$ cat config.mk
export PLATFORM = sky130hd
export DESIGN_NAME = dma_activation_source_select
export DESIGN_NICKNAME = d
export VERILOG_FILES = /design/src/inc/dma_src_pkg.sv /design/src/dma_activation_source_select.sv /design/src/dma_request_sync.sv
export VERILOG_INCLUDE_DIRS = /design/src /design/src/inc
export SDC_FILE = /design/constraint.sdc
export NUM_CORES = 1
export LEC_CHECK = 0
export BUFFER_PORTS_ARGS = -buffer_cell sky130_fd_sc_hd__buf_2
export CAP_MARGIN = 20
export CORE_MARGIN = 3
export CORE_UTILIZATION = 49
export DETAILED_ROUTE_END_ITERATION = 7
export MAX_ROUTING_LAYER = met4
export PLACE_DENSITY = 0.84
export SLEW_MARGIN = 10
export SYNTH_ARGS = -nofsm -noshare
export SYNTH_HDL_FRONTEND = slang
export SYNTH_SLANG_ARGS = --single-unit
$ cat constraint.sdc
create_clock -name sys_clk -period 2.27 [get_ports sys_clk]
set_clock_uncertainty 0.2 [all_clocks]
set_input_delay 0.227 -clock sys_clk [delete_from_list [all_inputs] [get_ports sys_clk]]
set_output_delay 0.227 -clock sys_clk [all_outputs]
set_load 0.02 [all_outputs]
$ cat src/inc/dma_src_consts.svh
// constants for the dma activation source selector
// assumes a single 125 MHz system clock and synchronous active-low reset
`ifndef DMA_SRC_CONSTS_SVH
`define DMA_SRC_CONSTS_SVH

`define FACTOR_MSB        3
`define FACTOR_LSB        0
`define FACTOR_WIDTH      4
`define FACTOR_RESET      4'h0
`define HALF_COUNT        4
`define CHANNEL_COUNT     2
`define SERIAL_PORTS      2
`define TIMER_CHANNELS    6
`define PIN_IDLE_LEVEL    1'h1

`endif

$ cat src/inc/dma_src_pkg.sv
// types for the dma activation source selector
// assumes dma_src_consts.svh is on the include path
`include "dma_src_consts.svh"

package dma_src_pkg;

    typedef enum logic [3:0] {
        factor_none_type_0 = 4'h0,
        factor_adc_end     = 4'h1,
        factor_pin_fall    = 4'h2,
        factor_pin_low     = 4'h3,
        factor_ser0_tx     = 4'h4,
        factor_ser0_rx     = 4'h5,
        factor_ser1_tx     = 4'h6,
        factor_ser1_rx     = 4'h7,
        factor_timer0      = 4'h8,
        factor_timer1      = 4'h9,
        factor_timer2      = 4'hA,
        factor_timer3      = 4'hB,
        factor_timer4      = 4'hC,
        factor_timer5      = 4'hD,
        factor_bad_e       = 4'hE,
        factor_bad_f       = 4'hF
    } factor_type;

endpackage

$ cat src/dma_activation_source_select.sv
// activation source selection for the four channel halves 0A, 0B, 1A, 1B
// assumes peripheral events are one-cycle pulses on sys_clk and the
// request pins are asynchronous; halves are indexed 0A=0, 0B=1, 1A=2, 1B=3
`include "dma_src_consts.svh"

// How it works
// - each half keeps a four-bit factor field in bits 3..0, writable and readable, reset to zero.
// - code 0001 starts a transfer on the converter conversion-end event.
// - codes 0100/0101 follow serial port 0 transmit/receive end, 0110/0111 serial port 1.
// - codes 1000 to 1101 follow capture A of timer channels 0 to 5.
// - on half B code 0010 starts on a pin falling edge, the first one after enable on low level.
// - on half B code 0011 keeps requesting while the pin stays low.
// - when several halves wait on one source the highest-priority half is started first.
// - every half decodes its own factor field, but all four share one fixed-priority start per cycle.
module dma_activation_source_select
    import dma_src_pkg::*;
(
    // clock and reset
    input  wire logic        sys_clk,
    input  wire logic        rstn,
    // factor field access, four bits per half
    input  wire logic [3:0]  factor_wr,
    input  wire logic [15:0] factor_wdata,
    output logic      [15:0] factor_rd,
    // transfer enable per half
    input  wire logic [3:0]  transfer_enable,
    // on-chip activation events
    input  wire logic        adc_conv_end,
    input  wire logic [1:0]  serial_tx_end,
    input  wire logic [1:0]  serial_rx_end,
    input  wire logic [5:0]  timer_capture_a,
    // external request pins, one per channel, for half B
    input  wire logic [1:0]  external_transfer_request_n,
    // transfer start per half, one start for each cycle it is high
    output logic      [3:0]  transfer_start
);

    factor_type  factor [`HALF_COUNT];
    logic [3:0]  pending;
    logic [3:0]  first_pending;
    logic [3:0]  hit;
    logic [3:0]  grant;
    logic [3:0]  next_transfer_start;
    logic [1:0]  pin_low;
    logic [1:0]  pin_fall;

    // decodes the selected source; prohibited codes fall to zero
    function automatic logic source_hit(input factor_type f,
                                        input logic       is_b,
                                        input logic       first,
                                        input logic       low,
                                        input logic       fall,
                                        input logic       adc,
                                        input logic [1:0] tx,
                                        input logic [1:0] rx,
                                        input logic [5:0] tim);
        logic r;
        r = 1'h0;
        case (f)
            factor_adc_end:  r = adc;
            factor_pin_fall: r = is_b & (fall | (first & low));
            factor_pin_low:  r = is_b & low;
            factor_ser0_tx:  r = tx[0];
            factor_ser0_rx:  r = rx[0];
            factor_ser1_tx:  r = tx[1];
            factor_ser1_rx:  r = rx[1];
            factor_timer0:   r = tim[0];
            factor_timer1:   r = tim[1];
            factor_timer2:   r = tim[2];
            factor_timer3:   r = tim[3];
            factor_timer4:   r = tim[4];
            factor_timer5:   r = tim[5];
            default:         r = 1'h0;
        endcase
        return r;
    endfunction

    genvar c;
    generate
        for (c = 0; c < `CHANNEL_COUNT; c++)
        begin : g_pin
            dma_request_sync u_sync
            (
                .sys_clk                     (sys_clk),
                .rstn                        (rstn),
                .external_transfer_request_n (external_transfer_request_n[c]),
                .pin_low                     (pin_low[c]),
                .pin_fall                    (pin_fall[c])
            );
        end
    endgenerate

    genvar h;
    generate
        for (h = 0; h < `HALF_COUNT; h++)
        begin : g_half
            factor_type next_factor;
            logic       next_pending;
            logic       next_first;

            // each half decodes its own field against the shared events
            always_comb
            begin
                next_factor = factor_wr[h]
                            ? factor_type'(factor_wdata[4*h+`FACTOR_MSB -: `FACTOR_WIDTH])
                            : factor[h];
                // a low level starts only the first transfer; later ones need a fresh edge
                hit[h]      = source_hit(factor[h], (h % 2) == 1,
                                         first_pending[h] & ~grant[h],
                                         pin_low[h/2], pin_fall[h/2], adc_conv_end,
                                         serial_tx_end, serial_rx_end, timer_capture_a);
                // a new hit in the grant cycle keeps the request alive
                next_pending = transfer_enable[h] & (hit[h] | (pending[h] & ~grant[h]));
                // the first transfer after enable may start on a plain low level
                next_first   = ~transfer_enable[h] | (first_pending[h] & ~grant[h]);
            end

            always_ff @(posedge sys_clk)
            begin
                if (!rstn)
                begin
                    factor[h]        <= factor_type'(`FACTOR_RESET);
                    pending[h]       <= 1'h0;
                    first_pending[h] <= 1'h1;
                end
                else
                begin
                    factor[h]        <= next_factor;
                    pending[h]       <= next_pending;
                    first_pending[h] <= next_first;
                end
            end

            assign factor_rd[4*h+`FACTOR_MSB -: `FACTOR_WIDTH] = factor[h];
        end
    endgenerate

    // fixed priority, 0A highest, 1B lowest; one start per cycle
    always_comb
    begin
        grant = 4'h0;
        if (pending[0])
        begin
            grant = 4'h1;
        end
        else if (pending[1])
        begin
            grant = 4'h2;
        end
        else if (pending[2])
        begin
            grant = 4'h4;
        end
        else if (pending[3])
        begin
            grant = 4'h8;
        end
        next_transfer_start = grant;
    end

    always_ff @(posedge sys_clk)
    begin
        if (!rstn)
        begin
            transfer_start <= 4'h0;
        end
        else
        begin
            transfer_start <= next_transfer_start;
        end
    end
endmodule

$ cat src/dma_request_sync.sv
// synchroniser and filter for one active-low external transfer request pin
// assumes the pin is asynchronous to sys_clk and idles high
`include "dma_src_consts.svh"

module dma_request_sync
(
    // clock and reset
    input  wire logic sys_clk,
    input  wire logic rstn,
    // pin
    input  wire logic external_transfer_request_n,
    // filtered request
    output logic      pin_low,
    output logic      pin_fall
);

    logic sync1;
    logic sync2;
    logic sync3;
    logic next_pin_low;
    logic next_pin_fall;
    logic agree;

    // a level counts only once the second and third stages agree
    always_comb
    begin
        agree         = (sync2 == sync3);
        next_pin_low  = agree ? ~sync3 : pin_low;
        next_pin_fall = agree & ~sync3 & ~pin_low;
    end

    always_ff @(posedge sys_clk)
    begin
        if (!rstn)
        begin
            sync1    <= `PIN_IDLE_LEVEL;
            sync2    <= `PIN_IDLE_LEVEL;
            sync3    <= `PIN_IDLE_LEVEL;
            pin_low  <= 1'h0;
            pin_fall <= 1'h0;
        end
        else
        begin
            sync1    <= external_transfer_request_n;
            sync2    <= sync1;
            sync3    <= sync2;
            pin_low  <= next_pin_low;
            pin_fall <= next_pin_fall;
        end
    end

endmodule

* Yosys cells after proc, flatten, opt, wreduce, memory -nomap -nowiden *
Memories as Yosys holds them, arrays and structs flattened.
Index checks and enable logic that the tools add are counted.

storage, ports and cells
  bits in registers = 20
  RAM bits = 16
  input port bits = 39
  logic and storage cells = 124
  memories kept = 1

operators by class
  equality and inequality tests = 50
  mux-type cells = 18
  bitwise logic cells = 38

memory list
  memory  words  width  rd ports  clocked after Yosys merged registers in  write ports  RTL line                            source
  factor  4      4      4         0                                        4            dma_activation_source_select.sv:38  factor_type factor [`HALF_COUNT];

operators with widths
  kind                number
  $eq 4x4->1 const B  24
  $eq 4x3->1 const B  16
  $mux 4              12
  $pmux 1 s13         2
  $pmux 1 s11         2
  $and 1x1->1         16
  $eq 4x1->1 const B  4
  $eq 4x2->1 const B  4
  $or 1x1->1          12
  $not 1->1           10
  $eq 1x1->1          2
  $mux 1              2

* Depth between registers and ports, before layout *
  depth after elaboration = 11
  depth in mapped cells = 5

* By module *
From an unflattened synthesis, not the netlist that was laid out.

unflattened totals
  cell total of the unflattened synthesis = 169
  area total of the unflattened synthesis = 1670.4 µm²

modules (own cells, without submodules)
  module                        instances  cells an instance  area each (µm²)
  dma_activation_source_select  1          139                1350.0
  dma_request_sync              2          15                 160.2

* Worst setup path after synthesis *
OpenSTA, ideal clock, no wires.

  path type = register to register
  start point = mem factor[1][0] (netlist bit)
  end point = reg pending[1]
  setup time = 0.125 ns
  arrival time = 1.660 ns
  required time = 1.945 ns
  path slack = 0.284 ns
  stages on the path, launching flop included = 6
  path buffers = 1
  period minus slack after synthesis = 1.986 ns
  cells stage by stage = dfxtp_1 buf_2 mux4_2 nand2_1 a21oi_1 o41a_1

RTL lines
  item                             RTL line                             source
  from (decl)                      dma_activation_source_select.sv:38
  to (signal, indexed assignment)  dma_activation_source_select.sv:129  pending[h] <= next_pending;
  to (decl)                        dma_activation_source_select.sv:39   logic [3:0] pending;

==> impl_results.md <==
- Yosys Warn Count: 0
- Area of the core: 3153 sq um
- Max cap viols: 0
- Final Util: 0.7357
- Post_cts resized: 0
- Synth Area in Compound Gates: 0.08894
- WP buf/inv: 0
- Nets: 297
- Clk slew on worst S/H paths: 0.11 ns
- Max incr delay on CP: 0.55 ns
- Comb pwr share: 0.174
- Status: finished, final reports clean
- Placed cell area: 1973 sq um
- Final Cycle Share: 0.8531
- Sequential Power Share: 0.503
- Net Count, Synth: 216
- Critical path arrival: 1.99 ns
- Die Span X: 64.45 um
- Routed Antenna Nets: 0
- Switching share of total power: 0.2608
- Clk Latency, worst-skew pair: 0.35 ns
- Root buffer cell: clkbuf_4
- Final Setup Violations: 0
- Die H: 64.45 um
- CP top delay family: multiplexers
- Initial DRT Pass Iterations: 4
- Seq cells post-synth: 36
- Num CTS Buffers: 5
- Inst Count DP: 266
- Max Slew Vio Count: 0
- Power per Cell Area: 595.4 nW/um^2
- Simple-gate area share of the yosys netlist: 0.1868
- Adder-Cell Fraction of Synth Area: 0.01495
- Critical path class: reg2reg
- Worst setup EP type: register
- Initial antenna violation count: 0
- Die area: 4154 sq um
- DP HPWL: 2.832 mm
- Post-Route WL: 4.263 mm
- Leakage: 1.084 nW
- Vias in the first global route: 1,611
- Area Growth Syn to Fin: 38.56%
- Worst VDD drop: 0.5440 mV
- Synth Area in XOR/XNOR: 0
- Internal: 1.021 mW
- Synth cell types: 34
- Min Tclk post-route: 1.937 ns
- Total Neg Setup Slack: 0 ns
- RSZ-0062 raised after global routing: no
- Hold Crit Class: in2reg
- Largest family of logic cells by synthesized area: multiplexers
- 1st-iter DRT viols: 63
- Starting Density: 0.5310
- FILL cells: 228
- Global-route wire length before repair: 7.182 mm
- Final hold vios: 0
- # IOs: 59
- Syn_area_per_cell: 9.566 sq um
- Multi-input logic area: 873.3 sq um
- FF/Latch Area: 720.7 sq um
- Slew @ Worst Pin: 0.6048 ns
- Max clock buf depth: 2
- CTS tree: built
- Slew headroom: 0.5964
- Number of diodes: 0
- IO Port Bufs: 58
- Dpl ws: 0.3561 ns
- # rows: 20
- Clock Sinks: 36
- Via count: 1,595
- Placer Congestion: 0.8573
- Sequential area share after synthesis: 0.4305
- Vias/cell: 5.299
- Synth Cell Area: 1674 sq um
- CP Cell Sequence: mux4_2 -> nand2_1 -> a21oi_1 -> o41a_1
- Mapped Cells: 175
- Layout Cells excl Fill: 301
- H-tree depth: 2
- Worst-path maximum fanout: 8
- Switching power: 0.3601 mW
- Total congestion overflow: 0
- Fmax: 0.5164 GHz
- # DRC: 0
- Clk pwr share: 0.323
- Final worst setup slack: 0.3334 ns
- Slowest-stage cell, CP: mux4_2
- Layout cell share with drive strength beyond 1: 0.2840
- Fin area: 2320 sq um
- Largest net degree at the start of global routing: 21
- Critical Path RT: 2.32 ns
- Mux cell area share after synthesis: 0.2309
- Wire length per cell: 14.16 um
- GR Util All Layers: 0.2306
- Startpoint types: register
## power groups by stage
stage / registers [mW] / logic, mW / clock network [mW]
finish: 0.695 / 0.240 / 0.446
global route: 0.702 / 0.262 / 0.476
CTS: 0.695 / 0.235 / 0.451
detailed placement: 0.709 / 0.196 / 0
global placement: 0.707 / 0.194 / 0
floorplan: 0.720 / 0.110 / 0
## cell type report
cell class | instances | area share
Clock buffer | 6 | 0.01780
Clock inverter | 2 | 0.01510
Inverter | 9 | 0.01456
Multi-Input combinational cell | 119 | 0.3765
Sequential cell | 36 | 0.3107
Tap cell | 44 | 0.02373
Timing Repair Buffer | 85 | 0.2416
## final timing paths
check | from | to | slack (ns) | cells after the start
worst max-delay path | factor[1][0] | pending[1] | 0.33 | 4
worst min-delay path | factor_wr[3] | factor[3][3] | 0.02 | 3
worst max register to register | factor[1][0] | pending[1] | 0.33 | 4
worst min register to register | g_pin[1].u_sync.sync1 | g_pin[1].u_sync.sync2 | 0.23 | 1
## cell families (layout without fill, tap and decap cells)
group,Yosys count,after routing
adders and majority gates,2,2
muxes,31,31
buffers and inverters,20,102
DFF,36,36
and+or+nand+nor,64,64
AOI/OAI and AO/OA,22,22
## timing repair
action,4_1_cts,5_1_grt
buffers inserted,0,0
hold buffers,27,0
hold endpoints to repair,24,0
## cells in the final DEF (no fill, tap or decap), drive strengths merged, types with 3 or more instances in the layout
master / n
clkbuf: 6
inv: 9
nand2: 15
a21oi: 7
dlygate4sd3: 27
buf: 58
o21ai: 3
nor3: 4
nand3: 4
nand3b: 5
mux4: 6
mux2i: 24
nor2: 25
nand2b: 4
dfxtp: 36
## per-layer routing
metal,track usage,vias up,share of wire
met2,0.3905,67,0.48
met5,-,-,0
met3,0.05373,11,0.064
met4,0.08443,0,0.019
li1,-,781,-
met1,0.2673,736,0.44
## worst register-to-register path, cell delays in order, from the launching register on
cell and delay (ns):
dfxtp_1 0.54, mux4_2 0.55, nand2_1 0.08, a21oi_1 0.06
o41a_1 0.41
## stage by stage
stage / hold WS (ns) / total power, mW
floorplan: 0.09883 / 0.8301
global placement: 0.2054 / 0.9010
detailed placement: 0.2053 / 0.9055
CTS: 0.0007175 / 1.380
global route: 0.03495 / 1.439
finish: 0.01793 / 1.381
## registers in the layout, indices dropped and copies added, names as in the netlist
name,cells
g_pin.u_sync.sync2,2
g_pin.u_sync.pin_low,2
factor,16
transfer_start,4
first_pending,2
pending,4
g_pin.u_sync.sync3,2
g_pin.u_sync.pin_fall,2
g_pin.u_sync.sync1,2
## cell usage after synthesis, drive strengths merged
cell	instances	area, sq um
a211oi	1	7.510
a21o	1	7.510
a21oi	7	35.03
a31oi	1	6.260
a32oi	1	8.760
and2	2	12.51
and3b	2	17.52
buf	2	12.51
clkbuf	9	33.78
dfxtp	36	720.7
ha	2	25.02
inv	9	33.78
mux2	1	11.26
mux2i	24	240.2
mux4	6	135.1
nand2	15	56.30
nand2b	4	25.02
nand3	4	20.02
nand3b	5	37.54
nor2	25	93.84
nor2b	1	6.260
nor3	4	20.02
nor4bb	1	10.01
o211ai	1	7.510
o21ai	3	15.01
o22ai	1	6.260
o311a	1	10.01
o311ai	2	17.52
o31ai	1	7.510
o41a	1	11.26
o41ai	1	8.760
or4b	1	13.76
(Power assumes the default switching activity.)
